`config.mk`:
```
export PLATFORM = sky130hd
export DESIGN_NAME = spd_decode
export DESIGN_NICKNAME = d
export VERILOG_FILES = /design/src/pkg/spd_pkg.sv /design/src/pkg/spd_cls_if.sv /design/src/core/spd_decode.sv /design/src/core/spd_prefix_class.sv
export SDC_FILE = /design/constraint.sdc
export NUM_CORES = 1
export LEC_CHECK = 0
export ABC_AREA = 1
export BUFFER_PORTS_ARGS = -buffer_cell sky130_fd_sc_hd__buf_2
export CAP_MARGIN = 40
export CORE_MARGIN = 3
export CORE_UTILIZATION = 40
export DETAILED_ROUTE_END_ITERATION = 8
export HOLD_SLACK_MARGIN = 0.06
export PLACE_DENSITY_LB_ADDON = 0.1
export REMOVE_ABC_BUFFERS = 1
export SLEW_MARGIN = 20
export SYNTH_ARGS = -nofsm -noshare
export SYNTH_HDL_FRONTEND = slang
export SYNTH_SLANG_ARGS = --single-unit
```
`constraint.sdc`:
```
create_clock -name clk -period 1.49 [get_ports clk]
set_input_delay 0.447 -clock clk [delete_from_list [all_inputs] [get_ports clk]]
set_output_delay 0.447 -clock clk [all_outputs]
set_load 0.01 [all_outputs]
```
`src/pkg/spd_pkg.sv`:
```
package spd_pkg;

	// prefix and escape byte values
	localparam logic [7:0] PFX_OPSZ   = 8'h66;
	localparam logic [7:0] PFX_REPNE  = 8'hf2;
	localparam logic [7:0] PFX_REPE   = 8'hf3;
	localparam logic [7:0] PFX_ESC    = 8'h0f;
	localparam logic [7:0] PFX_ADDR   = 8'h67;
	localparam logic [7:0] PFX_LOCK   = 8'hf0;
	localparam logic [7:0] PFX_HINT_A = 8'he2;
	localparam logic [7:0] PFX_HINT_B = 8'he3;
	localparam logic [7:0] PFX_SEG_CS = 8'h2e;
	localparam logic [7:0] PFX_SEG_SS = 8'h36;
	localparam logic [7:0] PFX_SEG_DS = 8'h3e;
	localparam logic [7:0] PFX_SEG_ES = 8'h26;
	localparam logic [7:0] PFX_SEG_FS = 8'h64;
	localparam logic [7:0] PFX_SEG_GS = 8'h65;

	// segment register codes
	typedef logic [2:0] spd_seg_t;
	localparam spd_seg_t SREG_ES = 3'h0;
	localparam spd_seg_t SREG_CS = 3'h1;
	localparam spd_seg_t SREG_SS = 3'h2;
	localparam spd_seg_t SREG_DS = 3'h3;
	localparam spd_seg_t SREG_FS = 3'h4;
	localparam spd_seg_t SREG_GS = 3'h5;

	// modrm mod field that means register-only operands
	localparam logic [1:0] MOD_REG = 2'h3;

	// fixed handling of reserved prefixes: 1 faults, 0 ignores
	localparam logic POL_REP_FAULT  = 1'b0;
	localparam logic POL_HINT_FAULT = 1'b0;
	localparam logic POL_ADDR_FAULT = 1'b0;
	localparam logic POL_SEG_FAULT  = 1'b0;

	// mandatory prefix selection
	typedef enum logic [1:0] {
		MAND_NONE = 2'b00,
		MAND_OPSZ = 2'b01,
		MAND_F2   = 2'b10,
		MAND_F3   = 2'b11
	} spd_mand_e;

	// decoder sequence states
	typedef enum logic [1:0] {
		ST_PFX   = 2'b00,
		ST_OPC   = 2'b01,
		ST_MODRM = 2'b10
	} spd_state_e;

	// prefixes gathered ahead of the escape byte
	typedef struct packed {
		logic     opsz;
		logic     f2;
		logic     f3;
		logic     last_f3;
		logic     lock;
		logic     addr;
		logic     seg_ovr;
		spd_seg_t seg;
		logic     hint;
	} spd_pfx_s;

endpackage

```
`src/pkg/spd_cls_if.sv`:
```
`timescale 1ns/1ps
interface spd_cls_if;
	import spd_pkg::*;
	logic [7:0] byte_in;
	logic       is_prefix;
	logic       is_esc;
	logic       is_opsz;
	logic       is_f2;
	logic       is_f3;
	logic       is_lock;
	logic       is_addr;
	logic       is_seg;
	logic       is_hint;
	spd_seg_t   seg_code;

	modport cls (
		input  byte_in,
		output is_prefix, is_esc, is_opsz, is_f2, is_f3, is_lock,
		output is_addr, is_seg, is_hint, seg_code
	);
	modport use_cls (
		output byte_in,
		input  is_prefix, is_esc, is_opsz, is_f2, is_f3, is_lock,
		input  is_addr, is_seg, is_hint, seg_code
	);
endinterface

```
`src/core/spd_decode.sv`:
```
`timescale 1ns/1ps
// Overview of operation
// RULE_01 - A mandatory prefix of F2H, F3H or 66H, then 0FH, then an opcode byte forms the three-byte form, and that prefix selects the instruction.
// RULE_02 - With a memory operand, the 67H prefix flips the effective address size used for that operand.
// RULE_03 - With a memory operand, any of the six segment override bytes selects the segment for the access.
// RULE_04 - On register-only forms, address-size and segment overrides are reserved and handled in a fixed implementation way.
// RULE_05 - Repeat prefixes that are not the mandatory prefix are reserved and handled in a fixed implementation way.
// RULE_06 - A lock prefix on any instruction of the group raises the invalid opcode fault instead of execution.
// RULE_07 - Branch hint prefixes E2H and E3H are reserved and handled in a fixed implementation way.
// RULE_08 - Every reserved case has one fixed outcome, ignore or fault, applied identically every time.
module spd_decode (
	input  wire logic                 clk,
	input  wire logic                 rst_n,
	input  wire logic                 fetch_valid,
	input  wire logic [7:0]           fetch_byte,
	input  wire logic                 mode_addr32,
	output logic                      dec_valid,
	output logic [7:0]                dec_opcode,
	output spd_pkg::spd_mand_e        dec_mand,
	output logic                      dec_mem,
	output logic                      dec_addr32,
	output spd_pkg::spd_seg_t         dec_seg,
	output logic                      dec_seg_ovr,
	output logic                      invalid_opcode_fault,
	output logic                      dec_other
);
	import spd_pkg::*;

	spd_cls_if cls ();

	// byte classifier
	spd_prefix_class u_class (
		.c (cls.cls)
	);

	assign cls.byte_in = fetch_byte;

	// mandatory prefix: last repeat byte wins, else operand size
	function automatic spd_mand_e mand_of(input spd_pfx_s p);
		if (p.f2 || p.f3)
			mand_of = p.last_f3 ? MAND_F3 : MAND_F2;
		else if (p.opsz)
			mand_of = MAND_OPSZ;
		else
			mand_of = MAND_NONE;
	endfunction

	// fault decision, fixed per reserved case
	function automatic logic fault_of(input spd_pfx_s p, input logic mem);
		fault_of = p.lock
			|| (POL_REP_FAULT && p.f2 && p.f3)
			|| (POL_HINT_FAULT && p.hint)
			|| (POL_ADDR_FAULT && p.addr && !mem)
			|| (POL_SEG_FAULT && p.seg_ovr && !mem);
	endfunction

	spd_state_e state_r;
	spd_state_e state_nxt;
	spd_pfx_s   pfx_r;
	spd_pfx_s   pfx_nxt;
	logic [7:0] opc_r;
	logic [7:0] opc_nxt;
	logic       mem_w;
	logic       dec_valid_r;
	logic       dec_valid_nxt;
	logic [7:0] dec_opcode_r;
	logic [7:0] dec_opcode_nxt;
	spd_mand_e  dec_mand_r;
	spd_mand_e  dec_mand_nxt;
	logic       dec_mem_r;
	logic       dec_mem_nxt;
	logic       dec_addr32_r;
	logic       dec_addr32_nxt;
	spd_seg_t   dec_seg_r;
	spd_seg_t   dec_seg_nxt;
	logic       dec_seg_ovr_r;
	logic       dec_seg_ovr_nxt;
	logic       fault_r;
	logic       fault_nxt;
	logic       other_r;
	logic       other_nxt;

	assign mem_w = (fetch_byte[7:6] != MOD_REG);

	// sequence and prefix gathering, next values
	always_comb begin
		state_nxt = state_r;
		pfx_nxt   = pfx_r;
		opc_nxt   = opc_r;
		other_nxt = 1'b0;
		case (state_r)
			ST_PFX: begin
				if (fetch_valid) begin
					if (cls.is_esc) begin
						state_nxt = ST_OPC; // RULE_01
					end else if (cls.is_prefix) begin
						if (cls.is_opsz)
							pfx_nxt.opsz = 1'b1;
						if (cls.is_f2) begin
							pfx_nxt.f2      = 1'b1;
							pfx_nxt.last_f3 = 1'b0;
						end
						if (cls.is_f3) begin
							pfx_nxt.f3      = 1'b1;
							pfx_nxt.last_f3 = 1'b1;
						end
						if (cls.is_lock)
							pfx_nxt.lock = 1'b1;
						if (cls.is_addr)
							pfx_nxt.addr = 1'b1;
						if (cls.is_seg) begin
							pfx_nxt.seg_ovr = 1'b1;
							pfx_nxt.seg     = cls.seg_code; // last wins
						end
						if (cls.is_hint)
							pfx_nxt.hint = 1'b1;
					end else begin
						other_nxt = 1'b1; // not this group
						pfx_nxt   = '0;
					end
				end
			end
			ST_OPC: begin
				if (fetch_valid) begin
					opc_nxt   = fetch_byte;
					state_nxt = ST_MODRM;
				end
			end
			ST_MODRM: begin
				if (fetch_valid) begin
					pfx_nxt   = '0;
					state_nxt = ST_PFX;
				end
			end
			default: begin
				pfx_nxt   = '0;
				state_nxt = ST_PFX;
			end
		endcase
	end

	// sequence registers
	always_ff @(posedge clk) begin
		if (!rst_n) begin
			state_r <= ST_PFX;
			pfx_r   <= '0;
			opc_r   <= 8'h00;
			other_r <= 1'b0;
		end else begin
			state_r <= state_nxt;
			pfx_r   <= pfx_nxt;
			opc_r   <= opc_nxt;
			other_r <= other_nxt;
		end
	end

	// decoded result, next values; fields hold between pulses
	always_comb begin
		dec_valid_nxt   = 1'b0;
		fault_nxt       = 1'b0;
		dec_opcode_nxt  = dec_opcode_r;
		dec_mand_nxt    = dec_mand_r;
		dec_mem_nxt     = dec_mem_r;
		dec_addr32_nxt  = dec_addr32_r;
		dec_seg_nxt     = dec_seg_r;
		dec_seg_ovr_nxt = dec_seg_ovr_r;
		if (state_r == ST_MODRM && fetch_valid) begin
			dec_valid_nxt   = 1'b1;
			dec_opcode_nxt  = opc_r;
			dec_mand_nxt    = mand_of(pfx_r); // RULE_01 RULE_05
			dec_mem_nxt     = mem_w;
			dec_addr32_nxt  = mode_addr32 ^ (mem_w && pfx_r.addr); // RULE_02 RULE_04
			dec_seg_ovr_nxt = mem_w && pfx_r.seg_ovr; // RULE_03 RULE_04
			dec_seg_nxt     = (mem_w && pfx_r.seg_ovr) ? pfx_r.seg : SREG_DS;
			fault_nxt       = fault_of(pfx_r, mem_w); // RULE_06 RULE_07 RULE_08
		end
	end

	// decoded result registers
	always_ff @(posedge clk) begin
		if (!rst_n) begin
			dec_valid_r   <= 1'b0;
			dec_opcode_r  <= 8'h00;
			dec_mand_r    <= MAND_NONE;
			dec_mem_r     <= 1'b0;
			dec_addr32_r  <= 1'b0;
			dec_seg_r     <= SREG_DS;
			dec_seg_ovr_r <= 1'b0;
			fault_r       <= 1'b0;
		end else begin
			dec_valid_r   <= dec_valid_nxt;
			dec_opcode_r  <= dec_opcode_nxt;
			dec_mand_r    <= dec_mand_nxt;
			dec_mem_r     <= dec_mem_nxt;
			dec_addr32_r  <= dec_addr32_nxt;
			dec_seg_r     <= dec_seg_nxt;
			dec_seg_ovr_r <= dec_seg_ovr_nxt;
			fault_r       <= fault_nxt;
		end
	end

	// outputs straight from flops
	assign dec_valid            = dec_valid_r;
	assign dec_opcode           = dec_opcode_r;
	assign dec_mand             = dec_mand_r;
	assign dec_mem              = dec_mem_r;
	assign dec_addr32           = dec_addr32_r;
	assign dec_seg              = dec_seg_r;
	assign dec_seg_ovr          = dec_seg_ovr_r;
	assign invalid_opcode_fault = fault_r;
	assign dec_other            = other_r;
endmodule // spd_decode

```
`src/core/spd_prefix_class.sv`:
```
`timescale 1ns/1ps
module spd_prefix_class (
	spd_cls_if.cls c
);
	import spd_pkg::*;

	// map a segment override byte to its register code
	function automatic spd_seg_t seg_of(input logic [7:0] b);
		case (b)
			PFX_SEG_CS: seg_of = SREG_CS;
			PFX_SEG_SS: seg_of = SREG_SS;
			PFX_SEG_DS: seg_of = SREG_DS;
			PFX_SEG_ES: seg_of = SREG_ES;
			PFX_SEG_FS: seg_of = SREG_FS;
			PFX_SEG_GS: seg_of = SREG_GS;
			default:    seg_of = SREG_DS;
		endcase
	endfunction

	// byte class decode
	always_comb begin
		c.is_esc   = (c.byte_in == PFX_ESC);
		c.is_opsz  = (c.byte_in == PFX_OPSZ);
		c.is_f2    = (c.byte_in == PFX_REPNE);
		c.is_f3    = (c.byte_in == PFX_REPE);
		c.is_lock  = (c.byte_in == PFX_LOCK);
		c.is_addr  = (c.byte_in == PFX_ADDR);
		c.is_hint  = (c.byte_in == PFX_HINT_A) || (c.byte_in == PFX_HINT_B);
		c.is_seg   = (c.byte_in == PFX_SEG_CS) || (c.byte_in == PFX_SEG_SS)
			|| (c.byte_in == PFX_SEG_DS) || (c.byte_in == PFX_SEG_ES)
			|| (c.byte_in == PFX_SEG_FS) || (c.byte_in == PFX_SEG_GS);
		c.seg_code = seg_of(c.byte_in);
		c.is_prefix = c.is_opsz || c.is_f2 || c.is_f3 || c.is_lock
			|| c.is_addr || c.is_hint || c.is_seg;
	end

endmodule // spd_prefix_class

```
* After elaboration in Yosys (flattened, before gate mapping) *
Index checks and enable logic that the tools add are counted.

storage, ports and cells
  output and inout bits = 19
  memory bits (writable) = 0
  input bits = 12
  memories = 0
  memory bits (read-only) = 0
  register bits after elaboration = 39
  bits in latches = 0

cells by class
  shifts and indexed selects = 0
  divide/modulo/power cells = 0
  eq/ne operators = 29
  multiply operators = 0
  magnitude comparators = 0
  reduce and logical (&&, ||, !) cells = 28
  multiplexer cells = 25
  add/sub/neg operators = 0
  bitwise gates (word level) = 5

operators with widths
  kind                                                             count
  11-bit two-way mux                                               4
  8-bit == test, second input constant                             5
  5-bit AND reduction                                              7
  11-bit case mux with 3 select lines                              1
  8-bit by 6-bit == test with 1-bit output, second input constant  4
  8-bit by 7-bit == test with 1-bit output, second input constant  4
  3-bit != test, second input constant                             6
  3-bit case mux with 5 select lines                               1
  1-bit logical OR                                                 13
  2-bit two-way mux                                                6
  2-bit != test, second input constant                             6
  1-bit two-way mux                                                10
  8-bit by 4-bit == test with 1-bit output, second input constant  1
  2-bit case mux with 3 select lines                               1
  4-bit two-way mux                                                1
  4-bit != test, second input constant                             1
  1-bit inverter                                                   4
  2-bit AND reduction                                              2
  4-bit AND reduction                                              1
  4-bit OR reduction                                               1
  1-bit logical AND                                                3
  3-bit two-way mux                                                1
  2-bit by 1-bit == test with 1-bit output, second input constant  1
  2-bit == test, second input constant                             1
  2 further kinds                                                  2

* Logic depth before layout (Yosys ltp) *
  depth in word-level cells = 11
  mapped depth = 11
  gate-level depth less buffers = 11

* By module *
From an unflattened synthesis, not the netlist that was laid out.

second synthesis, totals
  cells, all modules = 252
  area, all modules = 1725.4 sq um

modules (own cells, without submodules)
  module            cells each  area each (sq um)  times used
  spd_decode        197         1487.7             1
  spd_prefix_class  55          237.7              1

* Worst setup path before layout *
Ideal clock, no wire load.

  path kind = input to register
  start = input port fetch_byte[7]
  end = register pfx_r[7] (netlist bit)
  library setup time = 0.064 ns
  setup slack = 0.137 ns
  arrival = 1.288 ns
  stages = 10
  required time = 1.426 ns
  cells stage by stage = inv_1 > nand2_1 > nor2_2 > nand3_1 > nand2_1 > inv_2 > buf_6 > nand3_1 > nand3_1 > nor2_1

on the way
  word-level cells in the longest chain between the ends = 11
  elaborated cells between the ends (all ways) = 34
  those cells by class = 16 x eq/ne; 5 x mux; 13 x reduce/logical

ends and longest elaborated chain
  item                                                              RTL line                                        RTL
  from (decl)                                                       spd_decode.sv:15                                input wire logic [7:0] fetch_byte,
  8-bit by 7-bit == test with 1-bit output (tied with other cells)  spd_prefix_class.sv:23                          c.is_opsz = (c.byte_in == PFX_OPSZ);
  1-bit logical OR (on tied branches)                               spd_prefix_class.sv:33, spd_prefix_class.sv:29
  1-bit logical OR (on tied branches) (2 in a row)                  spd_prefix_class.sv:33, spd_prefix_class.sv:30
  1-bit logical OR (on tied branches) (2 in a row)                  spd_prefix_class.sv:34, spd_prefix_class.sv:31
  1-bit logical OR                                                  spd_prefix_class.sv:34                          || c.is_addr || c.is_hint || c.is_seg;
  11-bit two-way mux                                                spd_decode.sv:96                                end else if (cls.is_prefix) begin
  11-bit two-way mux                                                spd_decode.sv:94                                if (cls.is_esc) begin
  11-bit two-way mux                                                spd_decode.sv:93                                if (fetch_valid) begin
  11-bit case mux with 3 select lines                               spd_decode.sv:91                                case (state_r)
  to (signal assigned)                                              spd_decode.sv:151                               pfx_r <= pfx_nxt;
  to (decl)                                                         spd_decode.sv:59                                spd_pfx_s pfx_r;

Several ways; a longest one is shown, not always the timed one. The select of a mux whose other input is x is not followed.
A chain may end at the register's enable or synchronous reset.

* Worst setup path in the final report *
  start = register state_r[0]
  end = register dec_addr32_r (netlist: dec_addr32)

on the way
  word-level cells in the longest chain between the ends = 2

ends and longest elaborated chain
  item                    RTL line           RTL
  from (decl)             spd_decode.sv:57   spd_state_e state_r;
  from (signal assigned)  spd_decode.sv:150  state_r <= state_nxt;
  2-bit == test           spd_decode.sv:167  if (state_r == ST_MODRM && fetch_valid) begin
  1-bit logical AND       spd_decode.sv:167
  to (signal assigned)    spd_decode.sv:195  dec_addr32_r <= dec_addr32_nxt;
  to (decl)               spd_decode.sv:72   logic dec_addr32_r;

Every way passes these cells.

==> key figures <==
Outcome
  • Status: complete, no violations

STA
  • Pins Over Slew Limit: 0
  • # setup viols final: 0
  • Worst slew margin: between 70 and 80%
  • Post-Route Setup TNS: 0 ns
  • RSZ-0062 raised after global routing: no
  • Final Hold Viols: 0
  • Setup ws final: roughly 0.18 ns
  • Worst clock skew: between 0.005 and 0.006 ns
  • Period utilization: about 90%
  • Max frequency: roughly 760 MHz
  • Min Clock Period, post-route: 1.31 ns
  • Measured slew at the worst slew-check pin: 0.324 ns

Floorplan
  • Core Box Area: 4200 um2
  • I/O pin total: 31
  • Die Width: between 70 and 80 um
  • Die Ht: around 73 um
  • Std cell rows: 23
  • Initial Util: between 40 and 50%
  • Area of the die: approximately 5400 um2

GRT
  • Grt peak-use layer: met2
  • GRT Overall Usage: between 10% and 20%
  • GRT overflow: 0
  • Pin count of the biggest net entering global routing: 13
  • M2 GR Usage: ~27%
  • Initial antenna violation count: 0
  • First-pass GRT wire length: 7330 um
  • Number of global-route vias before repair: 1600
  • Met3 Use GR: 4.51%
  • Met1 usage: approximately a quarter

Finish
  • Design area: 2360 um2
  • Nets@finish: 325
  • Multi-input logic area: between 800 and 900 um2
  • Area delta synth->final: 29.8%
  • Antenna diodes: 0
  • Non-filler instance count after layout: between 300 and 400
  • Share of cells above drive strength 1: between 30% and 40%
  • Fillers: around 420
  • Storage cell area: a little under 800 um2

Worst setup path
  • FF-to-FF Start: state_r[0]$_SDFFE_PN0P_
  • Maximum fanout along the worst path: 5
  • Worst EP required: roughly 1.7 ns
  • Worst R2R Path Depth: 6
  • Setup CP Type: flip-flop to flip-flop
  • CP Launch Type: flip-flop
  • Crit path DAT: around 1.5 ns
  • Reg2reg setup slack: roughly 0.18 ns
  • Worst R2R End: dec_addr32$_SDFFE_PN0P_
  • Crit. End Element: flip-flop

Yosys
  • Share of the synthesized area in the top cell type: a little over two fifths
  • Yosys warns: 0
  • Main area contributors after synthesis: dfxtp_1 43%, nand2_1 7.6%, nor2_1 7.6%
  • Top-count cell post-synth: dfxtp_1
  • Ys async rst share: 0%
  • Seq/Total Area, Yosys: between 40% and 50%
  • Yosys reg bits: 39
  • Post-synthesis instance area: roughly 1800 um2
  • Count of different cell masters after synthesis: 31
  • EDFF count, synth: 0
  • Synth Instances: 249
  • Avg Inst Size Synth: about 7.3 um2
  • Synth top cells by count: 39 x dfxtp_1, 37 x nand2_1, 37 x nor2_1
  • Synth area leader: dfxtp_1
  • Main synth FF type: dfxtp_1

Route
  • Detail Route Antenna Nets: 0
  • Per-cell routed wire length: about 12 um
  • WL final: about 4300 um
  • Drc violations: 0
  • Total number of vias: between 1500 and 2000
  • DRT Pass-1 Iters: 4
  • Initial detailed-routing violation count: ~90
  • Vias per cell: ~4.7

Clocking
  • CTS tree: yes
  • # resized after CTS: 0
  • Htree depth: 2
  • CTS Hold Bufs: 0
  • Post-CTS Setup Inserts: 0
  • Worst-case clock buffer depth: 2
  • TritonCTS buffer count: 5
  • Reg clk slew, reported paths: about 0.08 ns
  • Root Buffer Master: clkbuf_8
  • CTS sink count: 39
  • Clock latency on the worst-skew pair: slightly below 0.3 ns

Worst hold path
  • Worst hold stages: 2
  • Worst Hold Path EP: pfx_r[8]$_SDFFE_PN0P_
  • Hold Startpoint: pfx_r[8]$_SDFFE_PN0P_
  • Hold Path Class: flip-flop to flip-flop

Power
  • Final Power: roughly 0.0021 W
  • Peak VDD IR: 0.000636 V
  • PwrDens: 895 nW/um2
  • Leakage power: 1.10 nW

Placement
  • Pre-CTS setup slack: -0.0919 ns
  • Hpwl dp: around 3400 um
  • DP Cell Count: 356
  • Post-DP Area: 2250 um2
  • RD Place Congestion: a little under 0.9
  • Port bufs: 30

Flow run
  • MaxCap Viol Count: 0
## layout by cell type, fill, tap and decap left out, drive strengths merged, types with 2 or more instances in the layout
cell,n
buf,65
nor2,43
nand2,43
dfxtp,39
inv,31
nand3,29
a21oi,25
o21ai,14
clkbuf,7
nor3,4
a2bb2oi,2
or2,2
nand4,2
## power by group
group          internal, W  switching, W
clock             0.000421      0.000368
combinational     0.000105      0.000149
sequential         0.00106    0.00000698
## metrics by stage
stage | hold WS, ns | util, %
floorplan | 0.433 | -
global placement | 0.445 | 53.6
detailed placement | 0.445 | 53.6
CTS | 0.454 | 56.1
global route | 0.457 | 56.1
finish | 0.453 | 56.1
## sequential cells by signal (all words and copies together) (netlist names)
name and flops:
dec_other 1, invalid_opcode_fault 1, state_r 2, dec_seg 3, dec_mem 1, opc_r 8
dec_opcode 8, dec_seg_ovr 1, pfx_r 10, dec_addr32 1, dec_mand 2, dec_valid 1
## logic make-up after synthesis
kind of cell / after synthesis / synth area share, %
and+or+nand+nor: 124 / 33.2
xor gates and xnor gates: 1 / 0.482
AOI/OAI and AO/OA: 45 / 14.6
buffers and inverters: 40 / 8.75
DFF: 39 / 43.0
## routing by layer
metal	part of all wire [%]	wire [um]	vias to the layer above
li1	-	-	928
met1	50	2170	749
met2	43	1880	40
met3	4.9	212	7
met4	1.8	79	0
met5	0	0	-
## worst max-delay path, cell delays in order (launching register included)
cell and delay (ns):
dfxtp_1 0.31, buf_4 0.14, nor3_4 0.22, inv_1 0.16, buf_4 0.17, o21ai_0 0.15
inv_1 0.05
## final cells by class
type,instances,area share (%)
well taps,50,2.65
flip-flops and latches,39,33.1
multi-input cells,170,37.2
inverters,32,5.10
repair buffers,65,17.5
clock inverters,1,0.318
clock buffers,7,4.09
## worst max-delay path by stage
stage                     slack (ns)               startpoint                  endpoint
after floorplan                -0.07              fetch_valid  dec_mand[0]$_SDFFE_PN0P_
after global placement         -0.10            fetch_byte[5]     pfx_r[1]$_SDFFE_PN0P_
after detailed placement       -0.09            fetch_byte[7]     pfx_r[1]$_SDFFE_PN0P_
after CTS                       0.17  state_r[0]$_SDFFE_PN0P_   dec_addr32$_SDFFE_PN0P_
after global routing            0.03  state_r[0]$_SDFFE_PN0P_   dec_addr32$_SDFFE_PN0P_
final                           0.18  state_r[0]$_SDFFE_PN0P_   dec_addr32$_SDFFE_PN0P_
Power figures use the tool's default switching activity.
